$ cat config.mk
export PLATFORM = sky130hd
export DESIGN_NAME = vpif_irq
export DESIGN_NICKNAME = d
export VERILOG_FILES = /design/src/vpif_pkg.sv /design/src/vpif_irq.sv
export VERILOG_INCLUDE_DIRS = /design/src /design/src/src
export SDC_FILE = /design/constraint.sdc
export NUM_CORES = 1
export LEC_CHECK = 0
export BUFFER_PORTS_ARGS = -buffer_cell sky130_fd_sc_hd__buf_2
export CAP_MARGIN = 15
export CORE_ASPECT_RATIO = 1.75
export CORE_MARGIN = 5
export CORE_UTILIZATION = 36
export CTS_CLUSTER_SIZE = 8
export DETAILED_ROUTE_END_ITERATION = 16
export GPL_ROUTABILITY_DRIVEN = 0
export PLACE_DENSITY_LB_ADDON = 0.3
export SLEW_MARGIN = 20
export SYNTH_ARGS = -nofsm -noshare
export SYNTH_HDL_FRONTEND = slang
export SYNTH_SLANG_ARGS = --single-unit
$ cat constraint.sdc
create_clock -name pclk -period 2.25 [get_ports pclk]
set_input_delay 0.225 -clock pclk [delete_from_list [all_inputs] [get_ports pclk]]
set_output_delay 0.225 -clock pclk [all_outputs]
set_load 0.03 [all_outputs]
$ cat src/vpif_cfg.svh
// Register offsets, field positions and reset values of the video port interrupt flags
`ifndef VPIF_CFG_SVH
`define VPIF_CFG_SVH
`define VPIF_OFF_ENABLE 12'h000
`define VPIF_OFF_STATUS 12'h004
`define VPIF_OFF_CHB_CTRL 12'h008
`define VPIF_OFF_EVENT 12'h00C
`define VPIF_ADDR_W 12
`define VPIF_BIT_GLOBAL 0
`define VPIF_BIT_LONG_B 23
`define VPIF_BIT_SHORT_B 22
`define VPIF_BIT_OVR_B 17
`define VPIF_ENABLE_MASK 32'h00FF7CFF
`define VPIF_STATUS_MASK 32'h00FF7CFE
`define VPIF_ENABLE_RST 32'h00000000
`define VPIF_STATUS_RST 32'h00000000
`define VPIF_CTRL_RST 32'h00000000
`define VPIF_CTRL_MASK 32'h00000FFF
`define VPIF_LINE_W 12
`endif

$ cat src/vpif_pkg.sv
// Types shared by the video port interrupt flags block
package vpif_pkg;
   typedef enum logic [1:0] {VPIF_MODE_VIDEO, VPIF_MODE_YC, VPIF_MODE_RAW, VPIF_MODE_TSI}
      vpif_mode_t;
endpackage

$ cat src/vpif_irq.sv
// Interrupt enable and status flags of a video port, APB slave
//
// The placing of the registers and the APB register port are this design's own decisions.
`timescale 1ns/10ps
`include "vpif_cfg.svh"
module vpif_irq
(
   // APB slave
   input wire logic pclk,
   input wire logic presetn,
   input wire logic pce,
   input wire logic psel,
   input wire logic penable,
   input wire logic pwrite,
   input wire logic [`VPIF_ADDR_W-1:0] paddr,
   input wire logic [31:0] pwdata,
   output logic [31:0] prdata,
   output logic pready,
   output logic pslverr,
   // Event strobes, same clock, one bit per status position
   input wire logic [31:0] event_set,
   // Channel B line counter view
   input wire logic line_count_reset,
   input wire logic [`VPIF_LINE_W-1:0] line_counter,
   input wire logic fifo_overwrite_b,
   // Interrupt to the processor core
   output logic irq
);
   // Register file
   logic [31:0] irq_enable_mask_reg;
   logic [31:0] irq_enable_mask_next;
   logic [31:0] irq_status_flags_reg;
   logic [31:0] irq_status_flags_next;
   logic [31:0] ctrl_reg;
   logic [31:0] ctrl_next;
   // Bus answer, registered so outputs come from flops
   logic [31:0] prdata_reg;
   logic [31:0] prdata_next;
   logic pready_reg;
   logic pready_next;
   logic pslverr_reg;
   logic pslverr_next;
   logic irq_reg;
   logic irq_next;
   // Channel B field detector
   logic [`VPIF_LINE_W-1:0] vertical_stop_value;
   logic vertical_reset_select;
   logic long_detect_en;
   logic short_detect_en;
   logic field_done_reg;
   logic field_done_next;
   vpif_pkg::vpif_mode_t mode;
   logic capture_video;
   logic set_long;
   logic set_short;
   // Bus decode
   logic wr;
   logic rd;
   logic access;
   logic [31:0] hw_set;

   // Channel B control: mode/reset select/detect bits in ctrl[4:0], stop line is ctrl[11:5] shifted left by 5
   assign mode = vpif_pkg::vpif_mode_t'(ctrl_reg[1:0]);
   assign vertical_reset_select = ctrl_reg[2];
   assign long_detect_en = ctrl_reg[3];
   assign short_detect_en = ctrl_reg[4];
   assign vertical_stop_value = {5'h00, ctrl_reg[11:5]} << 5;
   assign capture_video = (mode == vpif_pkg::VPIF_MODE_VIDEO) || (mode == vpif_pkg::VPIF_MODE_YC);

   assign access = psel && penable && pce;
   assign wr = access && pwrite;
   assign rd = access && !pwrite;

   always_comb
   begin
      set_long = 1'b0;
      set_short = 1'b0;
      field_done_next = field_done_reg;
      if (capture_video)
      begin
         if (line_count_reset)
         begin
            // Short field: reset came before the stop line
            set_short = short_detect_en && (line_counter < vertical_stop_value);
            field_done_next = 1'b0;
         end
         else if (line_counter == vertical_stop_value + `VPIF_LINE_W'(1) && !field_done_reg)
         begin
            set_long = long_detect_en;
            field_done_next = 1'b1;
         end
         // Vertical reset select keeps reporting the long field
         if (vertical_reset_select && long_detect_en && line_count_reset)
            set_long = 1'b1;
      end
      hw_set = event_set;
      hw_set[`VPIF_BIT_LONG_B] = set_long;
      hw_set[`VPIF_BIT_SHORT_B] = set_short;
      hw_set[`VPIF_BIT_OVR_B] = event_set[`VPIF_BIT_OVR_B] | fifo_overwrite_b;
      hw_set = hw_set & `VPIF_STATUS_MASK;
   end

   always_comb
   begin
      irq_enable_mask_next = irq_enable_mask_reg;
      ctrl_next = ctrl_reg;
      irq_status_flags_next = irq_status_flags_reg;
      pready_next = psel && !penable;
      pslverr_next = 1'b0;
      prdata_next = 32'h00000000;
      if (wr && paddr == `VPIF_OFF_ENABLE)
         irq_enable_mask_next = pwdata & `VPIF_ENABLE_MASK;
      if (wr && paddr == `VPIF_OFF_CHB_CTRL)
         ctrl_next = pwdata & `VPIF_CTRL_MASK;
      if (wr && paddr == `VPIF_OFF_STATUS)
         irq_status_flags_next = irq_status_flags_reg & ~pwdata;
      // Set applied after clear so no event is lost
      irq_status_flags_next = (irq_status_flags_next | hw_set) & `VPIF_STATUS_MASK;
      if (psel && !penable)
      begin
         unique case (paddr)
            `VPIF_OFF_ENABLE: prdata_next = irq_enable_mask_reg;
            `VPIF_OFF_STATUS: prdata_next = irq_status_flags_reg;
            `VPIF_OFF_CHB_CTRL: prdata_next = ctrl_reg;
            `VPIF_OFF_EVENT: prdata_next = 32'h00000000;
            default: pslverr_next = 1'b1;
         endcase
      end
      irq_next = irq_enable_mask_next[`VPIF_BIT_GLOBAL]
         && |(irq_status_flags_next & irq_enable_mask_next & `VPIF_STATUS_MASK);
   end

   always_ff @(posedge pclk or negedge presetn)
   begin
      if (!presetn)
      begin
         irq_enable_mask_reg <= `VPIF_ENABLE_RST;
         irq_status_flags_reg <= `VPIF_STATUS_RST;
         ctrl_reg <= `VPIF_CTRL_RST;
         prdata_reg <= 32'h00000000;
         pready_reg <= 1'b0;
         pslverr_reg <= 1'b0;
         irq_reg <= 1'b0;
         field_done_reg <= 1'b0;
      end
      else if (pce)
      begin
         irq_enable_mask_reg <= irq_enable_mask_next;
         irq_status_flags_reg <= irq_status_flags_next;
         ctrl_reg <= ctrl_next;
         prdata_reg <= prdata_next;
         pready_reg <= pready_next;
         pslverr_reg <= pslverr_next;
         irq_reg <= irq_next;
         field_done_reg <= field_done_next;
      end
   end

   assign prdata = prdata_reg;
   assign pready = pready_reg;
   assign pslverr = pslverr_reg;
   assign irq = irq_reg;

   a_irq_needs_global: assert property (@(posedge pclk) disable iff (!presetn)
      irq |-> irq_enable_mask_reg[`VPIF_BIT_GLOBAL])
      else $error("irq high with global enable low");
   a_irq_level_track: assert property (@(posedge pclk) disable iff (!presetn)
      pce |=> irq == (irq_enable_mask_reg[0]
      && |(irq_status_flags_reg & irq_enable_mask_reg)))
      else $error("irq does not follow masked flags");
   a_reserved_zero: assert property (@(posedge pclk) disable iff (!presetn)
      ((irq_status_flags_reg & ~`VPIF_STATUS_MASK) == 32'h0)
      && ((irq_enable_mask_reg & ~`VPIF_ENABLE_MASK) == 32'h0))
      else $error("reserved bit set");
   a_set_wins_clear: assert property (@(posedge pclk) disable iff (!presetn)
      (pce && hw_set[20]) |=> irq_status_flags_reg[20])
      else $error("event lost");
   a_w1c_clears: assert property (@(posedge pclk) disable iff (!presetn)
      (pce && wr && paddr == `VPIF_OFF_STATUS && pwdata[13] && !hw_set[13])
      |=> !irq_status_flags_reg[13])
      else $error("write one did not clear");
   a_w0_keeps: assert property (@(posedge pclk) disable iff (!presetn)
      (pce && irq_status_flags_reg[3] && !(wr && paddr == `VPIF_OFF_STATUS && pwdata[3]))
      |=> irq_status_flags_reg[3])
      else $error("flag lost without clear");
   a_no_long_raw: assert property (@(posedge pclk) disable iff (!presetn)
      !capture_video |-> !set_long)
      else $error("long field outside capture");
   a_enable_write: assert property (@(posedge pclk) disable iff (!presetn)
      (pce && wr && paddr == `VPIF_OFF_ENABLE) |=> irq_enable_mask_reg[10] == $past(pwdata[10]))
      else $error("enable bit not stored");
   a_overrun_sets: assert property (@(posedge pclk) disable iff (!presetn)
      (pce && fifo_overwrite_b) |=> irq_status_flags_reg[`VPIF_BIT_OVR_B])
      else $error("overrun flag not set");
   a_irq_from_flag: assert property (@(posedge pclk) disable iff (!presetn)
      irq |-> |(irq_status_flags_reg & irq_enable_mask_reg & `VPIF_STATUS_MASK))
      else $error("irq high with no enabled flag");
   a_status_bit0_zero: assert property (@(posedge pclk) disable iff (!presetn)
      !irq_status_flags_reg[0])
      else $error("status bit 0 set");
   a_enable_rsvd_read: assert property (@(posedge pclk) disable iff (!presetn)
      (pce && psel && !penable && paddr == `VPIF_OFF_ENABLE)
      |=> (prdata[31:24] == 8'h00) && !prdata[15] && (prdata[9:8] == 2'h0))
      else $error("enable reserved bits read nonzero");
   a_status_rsvd_read: assert property (@(posedge pclk) disable iff (!presetn)
      (pce && psel && !penable && paddr == `VPIF_OFF_STATUS)
      |=> (prdata[31:24] == 8'h00) && !prdata[15] && (prdata[9:8] == 2'h0) && !prdata[0])
      else $error("status reserved bits read nonzero");
   a_unmapped_err: assert property (@(posedge pclk) disable iff (!presetn)
      (pce && psel && !penable && !(paddr inside {`VPIF_OFF_ENABLE, `VPIF_OFF_STATUS,
      `VPIF_OFF_CHB_CTRL, `VPIF_OFF_EVENT}))
      |=> pslverr && (prdata == 32'h00000000))
      else $error("unmapped address not refused");
   a_enable_holds: assert property (@(posedge pclk) disable iff (!presetn)
      (pce && !(wr && paddr == `VPIF_OFF_ENABLE)) |=> $stable(irq_enable_mask_reg))
      else $error("enable changed without write");
   a_long_sets: assert property (@(posedge pclk) disable iff (!presetn)
      (pce && set_long) |=> irq_status_flags_reg[`VPIF_BIT_LONG_B])
      else $error("long field flag not set");
   a_short_sets: assert property (@(posedge pclk) disable iff (!presetn)
      (pce && set_short) |=> irq_status_flags_reg[`VPIF_BIT_SHORT_B])
      else $error("short field flag not set");
   a_no_short_raw: assert property (@(posedge pclk) disable iff (!presetn)
      !capture_video |-> !set_short)
      else $error("short field outside capture");
   a_long_needs_en: assert property (@(posedge pclk) disable iff (!presetn)
      set_long |-> long_detect_en)
      else $error("long field without detect enable");
   a_vrs_long: assert property (@(posedge pclk) disable iff (!presetn)
      (capture_video && vertical_reset_select && long_detect_en && line_count_reset)
      |-> set_long)
      else $error("vertical reset select did not force long field");
   a_ctrl_write: assert property (@(posedge pclk) disable iff (!presetn)
      (wr && paddr == `VPIF_OFF_CHB_CTRL)
      |=> ctrl_reg == ($past(pwdata) & `VPIF_CTRL_MASK))
      else $error("control not stored");
   a_flags_sticky: assert property (@(posedge pclk) disable iff (!presetn)
      (pce && !(wr && paddr == `VPIF_OFF_STATUS))
      |=> ((irq_status_flags_reg & $past(irq_status_flags_reg)) == $past(irq_status_flags_reg)))
      else $error("flag dropped without clear");
   a_flags_by_event: assert property (@(posedge pclk) disable iff (!presetn)
      (pce && hw_set == 32'h00000000)
      |=> ((irq_status_flags_reg & ~$past(irq_status_flags_reg)) == 32'h00000000))
      else $error("flag set without event");
   a_frozen: assert property (@(posedge pclk) disable iff (!presetn)
      !pce |=> $stable(irq_enable_mask_reg) && $stable(irq_status_flags_reg) && $stable(irq))
      else $error("state moved while clock enable low");
   a_irq_drops: assert property (@(posedge pclk) disable iff (!presetn)
      (wr && paddr == `VPIF_OFF_STATUS && pwdata == 32'hFFFFFFFF && hw_set == 32'h00000000)
      |=> !irq)
      else $error("irq stayed after full clear");
   a_time_clock_sets: assert property (@(posedge pclk) disable iff (!presetn)
      (pce && hw_set[10]) |=> irq_status_flags_reg[10])
      else $error("time clock flag not set");
   c_irq_rises: cover property (@(posedge pclk) disable iff (!presetn) $rose(irq));
   c_vrs_long: cover property (@(posedge pclk) disable iff (!presetn)
      set_long && vertical_reset_select);
   c_long_field: cover property (@(posedge pclk) disable iff (!presetn) set_long);
   c_short_field: cover property (@(posedge pclk) disable iff (!presetn) set_short);
   c_set_and_clear: cover property (@(posedge pclk) disable iff (!presetn)
      wr && paddr == `VPIF_OFF_STATUS && |(pwdata & hw_set));
endmodule

==> results list, run 1 <==
* Area contributors post-synth: sky130_fd_sc_hd__dfrtp_1 51%, sky130_fd_sc_hd__a22o_1 6.0%, sky130_fd_sc_hd__mux2_2 5.7%, sky130_fd_sc_hd__o2bb2ai_1 4.7%, sky130_fd_sc_hd__a21o_1 3.4%
- The die covers 13200 µm².
- The analysis attributes to cell leakage a power of roughly 2.5 nW.
- Synthesis produced 347 cells.
* Worst Hold Slack: between 0.1 and 0.15 ns
* Max Root-Sink Buffers: 2
- Final hold violations: 0
- Summed over all nets, the switching power comes to 0.735 mW.
* Internal power: 2.34 mW
- Insertion delay to the later sink of the worst-skew pair: 0.33 ns
* Startpoint of the most critical register-to-register path: ctrl_reg[9]
* Std-Cell Core Area: approximately 11000 µm²
* Total count of max-transition violations in the final report: 0
- Sequential fraction of design power: 47.1%
- Dividing the detail-routed wire length by the instance count gives 18.9 µm.
- The flow ran to the end, and the final reports show no timing, DRC or antenna violations.
- In this run the vertical extent of the chip is between 100 and 150 µm.
- The average instance in the mapped netlist occupies around 11 µm².
* Yosys cell types: 41
* Number of antenna diodes: 0
- Finish-stage setup viols: 0
* Number of flip-flops in the largest register: 23
* Library cell with the largest summed area after synthesis: sky130_fd_sc_hd__dfrtp_1
* Primary flip-flop cell chosen by synthesis mapping: sky130_fd_sc_hd__dfrtp_1
- Total gr overflow: 0
- The critical path starts at paddr[11].
- Measured along the x axis, the die boundary spans 88.9 µm.
* Yosys reg bits: 80
- Count of max-cap constraint violations: 0
* Clk pin slew, worst setup/hold paths: around 0.06 ns
- Worst IR Drop VDD: between 400 and 500 µV
- Worst-case register-to-register setup slack: ~0.16 ns
- At the end of the flow the core is filled with cells to 46.7%.
* Worst-case clock skew: approximately 0.008 ns
* Number of top-level pins: around 130
- Initial core utilization: 36.6%
- Share of power burned in combinational logic: 8.2%
* Detail Route Antenna Nets: 0
- The worst setup path is captured at a flop.
* Starting DRC count in detailed routing: 137
- Worst hold-check path type: input port to flop
- Arrival @ worst endpoint: 2.37 ns
* Post-Syn Area: 3920 µm²
- Sink count of the clock tree: 80
- Total number of placement rows: 50
- Before CTS, the worst setup slack after placement is -0.342 ns.
- Antenna violations before repair: 0
* Portion of total power attributed to the clock network: 44.7%
- Finished layout cell area: 4990 µm²
- After detailed placement, the total cell area comes to 4670 µm².
- Via count of the first global-routing pass: 3451
- The first TritonRoute pass finished after 4 iterations.
* Net Sw Frac: 23.9%
* Pwr Density: 616 nW/µm²
* Half-perimeter wire length after placement: 8.52 mm
- EDFF count, synth: 0
- At the pin with the least slew margin, the transition time is approximately 0.61 ns.
- Counting cells, the worst reg-to-reg path comes to 10.
- Signed area change from the synthesized netlist to the final layout: 27.5%
- TritonCTS built the clock tree.
* Worst max-slew margin expressed relative to the limit: 59.4%
- STA classifies the critical path startpoint as an input port.
- Critical path capture point: irq
- Of all flip-flops after synthesis, the portion carrying an async set or reset was 100%.
- Count of synthesis-stage warnings from yosys: 0
- Buffers added on ports: 98
- Setup repair after global routing missed its margin: true
- Sum of negative setup slack: 0 ns
* Share of the clock period used by the worst path: 96.6%
- The post-route netlist has 36.8% of its cells at a drive strength greater than 1.
- For this run, the total global-route usage over all layers was measured as 17.8%.
- Critical path class: input port to flop
- Max H-tree Level: 3
- In this run the worst path has a maximum fanout of 19.
- Total Routed Length: 11.2 mm
- Clock tree root buffer cell: sky130_fd_sc_hd__clkbuf_16
* Clock period minus final worst setup slack: around 2.2 ns
- In this run the biggest area consumer among cell types represents 51.1% of the synthesized area.
- Vias: 3175
- Clock buffers created by TritonCTS: 9
* Via count normalized by instance count: 5.34
- Based on the critical path, the design can be clocked at up to between 400 and 500 MHz.
- The net count of the finished layout is roughly 560.
- The worst path meets setup with 0.0768 ns of slack.
- Summing the sequential cell areas from Yosys gives 51.1% of the chip area.
* Wire length of the first global-routing pass: 17.7 mm
* End of the worst register-to-register path: irq
- Data on the critical path is required at its endpoint by 2.45 ns.
* Largest net degree at the start of global routing: 46
- Remaining design rule violation count: 0
-- layout by cell type, fill, tap and decap left out, drive strengths merged, types with 2 or more instances in the layout --
cell	count
a22oi	11
nor4	6
mux2	24
nand4	2
dfrtp	80
buf	121
a22o	27
a21o	18
clkbuf	11
a32oi	2
nand3b	2
nand3	2
o2bb2ai	21
clkinv	4
nand2	35
o21ai	10
inv	12
nor3	3
mux2i	12
a21oi	13
nor2b	3
nor3b	2
conb	9
and4	3
a211o	2
ha	7
nor2	11
-- critical path, cell delays in order --
cell and delay (ns):
sky130_fd_sc_hd__buf_2 0.11, sky130_fd_sc_hd__nor4_4 0.29, sky130_fd_sc_hd__nand3_2 0.11, sky130_fd_sc_hd__or4_4 0.61, sky130_fd_sc_hd__mux2_4 0.36, sky130_fd_sc_hd__a22o_1 0.24, sky130_fd_sc_hd__nor4_2 0.29, sky130_fd_sc_hd__a31oi_1 0.12
-- through the flow --
stage / power (mW) / instances
after floorplan: 1.58 / 355
after global placement: 1.72 / 577
after detailed placement: 1.72 / 577
after CTS: 3.10 / 594
after global routing: 3.20 / 595
final: 3.08 / 595
-- cells in the mapped netlist (4+ instances only) --
master	instances
sky130_fd_sc_hd__o21ai_0	10
sky130_fd_sc_hd__a22o_1	27
sky130_fd_sc_hd__clkbuf_1	14
sky130_fd_sc_hd__nor4_1	4
sky130_fd_sc_hd__mux2_2	20
sky130_fd_sc_hd__inv_1	12
sky130_fd_sc_hd__dfrtp_1	80
sky130_fd_sc_hd__a21o_1	18
sky130_fd_sc_hd__buf_4	9
sky130_fd_sc_hd__ha_1	7
sky130_fd_sc_hd__nor2_1	11
sky130_fd_sc_hd__mux2i_1	12
sky130_fd_sc_hd__a22oi_1	11
sky130_fd_sc_hd__o2bb2ai_1	21
sky130_fd_sc_hd__nand2_1	35
sky130_fd_sc_hd__a21oi_1	13
sky130_fd_sc_hd__mux2_4	4
-- metal layers --
metal | GRT usage [%] | share of wire, %
met2 | 31.2 | 54
met3 | 3.23 | 5.4
met4 | 7.79 | 2.2
met5 | 0 | 0
met1 | 20.5 | 38
-- kinds of logic after synthesis --
kind of cell,Yosys count,synth area share [%]
AOI/OAI and AO/OA,110,21.5
DFF,80,51.1
and+or+nand+nor,73,9.61
buffers and inverters,40,5.08
muxes,36,10.3
adders and majority gates,7,2.24
other,1,0.0957
-- worst min path at each step --
| stage | from | to | slack, ns | cells past startpoint |
|---|---|---|---|---|
| finish | pwdata[9] | ctrl_reg[9] | 0.10 | 3 |
| detailed placement | presetn | prdata[14] | 0.27 | 1 |
| floorplan | presetn | ctrl_reg[0] | -0.07 | 0 |
| global placement | presetn | prdata[14] | 0.26 | 1 |
| CTS | pwdata[8] | ctrl_reg[8] | 0.1 | 3 |
| global route | pwdata[9] | ctrl_reg[9] | 0.11 | 3 |
-- power by group through the flow --
stage / Clock, mW / Combinational (mW) / Sequential, mW
floorplan: 0 / 0.0981 / 1.48
global placement: 0 / 0.245 / 1.48
detailed placement: 0 / 0.248 / 1.48
CTS: 1.41 / 0.250 / 1.45
global route: 1.47 / 0.275 / 1.45
finish: 1.38 / 0.252 / 1.45
-- layout make-up --
type                       count  area [µm²]
tap                          130         163
timing repair buffer         122         713
fill                        1002        5700
clock inverter                 5        31.3
sequential                    80        2000
multi-input combinational    235        1790
clock buffer                  11         253
inverter                      12        45.0
-- what timing repair did --
item                       in CTS  in global routing
setup endpoints to repair       1                  1
pin swaps                       0                  3
hold endpoints to repair       43                  0
hold buffers                    1                  0
buffers inserted                0                  1
cloned                          0                  0
resized for setup               1                  3
No activity file was read; power rests on OpenSTA's default activity.
==> run 2, diff against run 1 <==
--- a/config.mk
+++ b/config.mk
@@ -6,6 +6,7 @@
 export SDC_FILE = /design/constraint.sdc
 export NUM_CORES = 1
 export LEC_CHECK = 0
+export ABC_AREA = 1
 export BUFFER_PORTS_ARGS = -buffer_cell sky130_fd_sc_hd__buf_2
 export CAP_MARGIN = 15
 export CORE_ASPECT_RATIO = 1.75
==> run 2 against run 1 <==
  * Core utilization down 1.3 points
  * Final area rose by 4.6%
  * Non-clock buffer count is the same
  * Cell count is 31% higher
  * Power is 8.8% higher
  * Combinational power grew 33%
  * Sequential share of layout area fell by 1.8 points
  * Maximum frequency grew 10%
  * Wire length grew 9.0%
  * Critical endpoint unchanged
==> results list, run 2 <==
* Sequential fraction of design power: 45.1% (-2.0 points)
* Half-perimeter wire length after placement: 9.30 mm (+9.1%)
- Setup repair after global routing left no endpoint under its margin.
* CTS tree: done
- The combinational group share of total power was 10.0% (+1.8 points).
* Share of the clock period used by the worst path: 87.5% (-9.1 points)
- Antenna violations before repair: 0 (unchanged)
- The core area is 11500 µm² (+7.6%).
- The static leakage was 2.83 nW (+15%).
- The power density normalized to cell area is 641 nW/µm² (+4.1%).
- Worst Reg2Reg Path Length in Cells: 14 (+4)
* Insertion delay to the later sink of the worst-skew pair: 0.34 ns (about the same)
- Die width: 91.6 µm (+3.1%)
- Per-instance average area after synthesis: 7.96 µm² (-29%)
- The post-layout net count came to 741 (+32%).
* Total Routed Length: 12.3 mm (+9.0%)
* Number of flip-flops in the largest register: 23 (unchanged)
* Vias: 3943 (+24%)
* Critical path capture point type: flop
* Critical path class: flop to flop
- The transition time at the pin with the least slew margin was 0.707 ns (+0.0979 ns).
- Clock tree root buffer cell: sky130_fd_sc_hd__clkbuf_16
- Clock buffers created by TritonCTS: 9 (unchanged)
- Clock period minus final worst setup slack: 1.97 ns (-0.204 ns)
- Startpoint of the most critical register-to-register path: ctrl_reg[7]
* EDFF count, synth: 0 (unchanged)
- The number of DRC markers after the initial detailed-route iteration came to 230 (+68%).
- The required time of the critical path came to 2.47 ns (+0.02 ns).
- Yosys reg bits: 80 (unchanged)
- Via count normalized by instance count: 5.07 (-5.0%)
- Grouping stages by cell kind, the critical path spends the most delay in simple AND/OR/NAND/NOR gates.
* Depth of the critical timing path with buffers and inverters included: 14 (+6)
- Area contributors post-synth: sky130_fd_sc_hd__dfrtp_1 48%, sky130_fd_sc_hd__nand2_1 15%, sky130_fd_sc_hd__inv_1 6.2%, sky130_fd_sc_hd__o21ai_0 5.7%, sky130_fd_sc_hd__nand4_1 4.0%
* Largest stage delay on the critical path: 0.38 ns (-0.23 ns)
* Post-Syn Area: 4200 µm² (+7.1%)
- Power Total: 3.35 mW (+8.8%)
- The final-layout fill cell count was 1140 (+14%).
- Result of the run: complete, no violations
- The net load switching power was 0.830 mW (+13%).
* Final cell count without fillers: 778 (+31%)
* Largest net degree at the start of global routing: 44 (-4.3%)
- Max Clk Rate: 508 MHz (+10%)
* Yosys cell types: 33 (-20%)
- The antenna diode count came to 0 (unchanged).
- Worst hold-check path type: input port to flop
* Remaining design rule violation count: 0 (unchanged)
* Register area share after synthesis: 47.7% (-3.4 points)
* Internal power: 2.52 mW (+7.6%)
- Wire per inst: 15.8 µm (-17%)
* Max Root-Sink Buffers: 2 (unchanged)
* Worst-case clock skew: 0.00961 ns (+0.00152 ns)
- The number of maximum-capacitance violations is 0 (unchanged).
- Arrival @ worst endpoint: 2.19 ns (-0.18 ns)
- The area enclosed by the die boundary was 14000 µm² (+6.5%).
- In this design, the critical path's most frequently occurring cell is sky130_fd_sc_hd__nand2_1.
- The final number of max-transition violations came to 0 (unchanged).
- Sink count of the clock tree: 80 (unchanged)
* Primary flip-flop cell chosen by synthesis mapping: sky130_fd_sc_hd__dfrtp_1
- The area growth from synthesis to layout is 24.5%.
- The number of buffer cells added on primary ports is 98 (unchanged).
* Critical-path cell list: inv_1 -> ha_1 -> nand2_1 -> o21ai_0 -> buf_4 -> nand2_1 -> nand3_1 -> nand2_1 -> nand2_1 -> nand2_1 -> nor2_1 -> nand2_1 -> o21bai_1 -> nand2_1
* Worst max-slew margin expressed relative to the limit: 52.6% (-6.7 points)
* Critical path launch point: ctrl_reg[7]
* Sum of negative setup slack: 0 ns (unchanged)
* Via count of the first global-routing pass: 3937 (+14%)
- The proportion of register bits with asynchronous set or reset after synthesis was 100% (unchanged).
- The number of top-level pins was 131 (unchanged).
- The total number of yosys warnings was 0 (unchanged).
* Most used cells in the layout excluding fill and tap cells: 171 x sky130_fd_sc_hd__nand2_1, 97 x sky130_fd_sc_hd__buf_2, 80 x sky130_fd_sc_hd__dfrtp_1
- Net Sw Frac: 24.8% (+0.89 points)
* Highest fanout seen on the critical path: 3 (-16)
- Initial core utilization: 36.4% (-0.18 points)
- The number of standard-cell rows in the floorplan came to 52 (+4.0%).
- Top post-synthesis cells by count: 171 x sky130_fd_sc_hd__nand2_1, 80 x sky130_fd_sc_hd__dfrtp_1, 69 x sky130_fd_sc_hd__inv_1, 48 x sky130_fd_sc_hd__o21ai_0, 27 x sky130_fd_sc_hd__nand4_1
* Proportion of netlist area held by the largest area contributor: 47.7% (-3.4 points)
- The global route total overflow came to 0 (unchanged).
- Library cell with the highest instance count after synthesis: sky130_fd_sc_hd__nand2_1
* Post-cts repair resize count: 0 (-1)
- The peak supply drop was 405 µV (-0.62%).
* Clk pin slew, worst setup/hold paths: 0.06 ns (about the same)
- The first-pass GRT wire length came to 19.6 mm (+11%).
- Library cell with the largest summed area after synthesis: sky130_fd_sc_hd__dfrtp_1
- The number of levels the H-tree was split into is 3 (unchanged).
* Slowest-stage cell, CP: sky130_fd_sc_hd__dfrtp_1
- Element type at the critical path start: flop
* Detail Route Antenna Nets: 0 (unchanged)
- The fraction of final layout cells sized beyond drive strength 1 was 23.5% (-13 points).
- The iteration count of the initial detailed-routing pass came to 5 (+1).
- Portion of total power attributed to the clock network: 44.8% (about the same)
- The fraction of the core area covered by cells at the end of the flow came to 45.4% (-1.3 points).
* Number of cells produced by synthesis: 527 (+52%)
* Number of buffers and inverters on the critical path: 2 (+1)
* Inst Count DP: 761 (+32%)
* Hold path startpoint: line_count_reset
* Die boundary height: 153 µm (+3.3%)
* Most common cell after layout, fill and taps aside: sky130_fd_sc_hd__nand2_1
- Finish-stage setup viols: 0 (unchanged)
- Final hold violations: 0 (unchanged)
- The cell depth of the worst hold path is 2 (-1).
* Total routing usage reported by global routing: 17.7% (-0.067 points)
[run 2: cell count changes in the layout (fill, tap and decap cells not counted), sizes merged, moves of 7 or more]
cell,delta
a21o,-18
a21oi,-7
a221oi,+7
a22o,-16
a22oi,-11
inv,+58
mux2,-19
mux2i,-12
nand2,+138
nand4,+25
nor2,+16
o21ai,+49
o2bb2ai,-21
[run 2: cell families after synthesis]
| group | share of synthesized area, % |
|---|---|
| other | 0.0894 |
| adder cells (fa/ha/maj) | 2.09 |
| buffers and inverters | 10.6 |
| AO/OA/AOI/OAI | 13.8 |
| AND/OR/NAND/NOR | 24.4 |
| flip-flops | 47.7 |
| multiplexers | 1.34 |
[run 2: layout make-up]
| type | instances | area [µm²] | share of cell area (%) |
|---|---|---|---|
| inverters | 71 | 267 | 5.10 |
| well taps | 135 | 169 | 3.23 |
| repair buffers | 122 | 701 | 13.4 |
| multi-input cells | 354 | 1780 | 34.0 |
| clock inverters | 5 | 55.1 | 1.05 |
| clock buffers | 11 | 253 | 4.84 |
| flip-flops and latches | 80 | 2000 | 38.3 |
[run 2: through the flow]
| step | hold WS, ns | setup slack (ns) | instance area (µm²) |
|---|---|---|---|
| 3_3_place_gp | 0.240 | 0.152 | 4910 |
| 4_1_cts | 0.131 | 0.281 | 5220 |
| 5_1_grt | 0.124 | 0.162 | 5220 |
| 3_5_place_dp | 0.246 | 0.134 | 4910 |
| 6_report | 0.138 | 0.281 | 5220 |
| 2_1_floorplan | -0.0706 | 0.622 | 4230 |
[run 2: worst paths after layout]
path,endpoint,slack (ns)
min reg2reg,prdata[10],0.48
min in group asynchronous,pslverr,0.41
max,irq,0.28
max in group asynchronous,irq_status_flags_reg[3],1.24
max reg2reg,irq,0.28
min,field_done_reg,0.14
[run 2: per-layer routing]
layer / global-route usage, % / share of wire (%)
met4: 7.12 / 2.6
met2: 32.4 / 55
met1: 19.7 / 38
met5: 0 / 0
met3: 3.54 / 4.0
[run 2: power groups by stage]
stage	clock (mW)	combinational, mW	sequential [mW]
CTS	1.53	0.340	1.51
finish	1.50	0.336	1.51
global route	1.60	0.383	1.52
floorplan	0	0.178	1.54
global placement	0	0.329	1.53
detailed placement	0	0.336	1.54
[run 2: repair_timing]
| item | 4_1_cts | 5_1_grt |
|---|---|---|
| endpoints found under the hold margin | 39 | 0 |
| setup buffers | 0 | 0 |
| hold buffers | 1 | 0 |
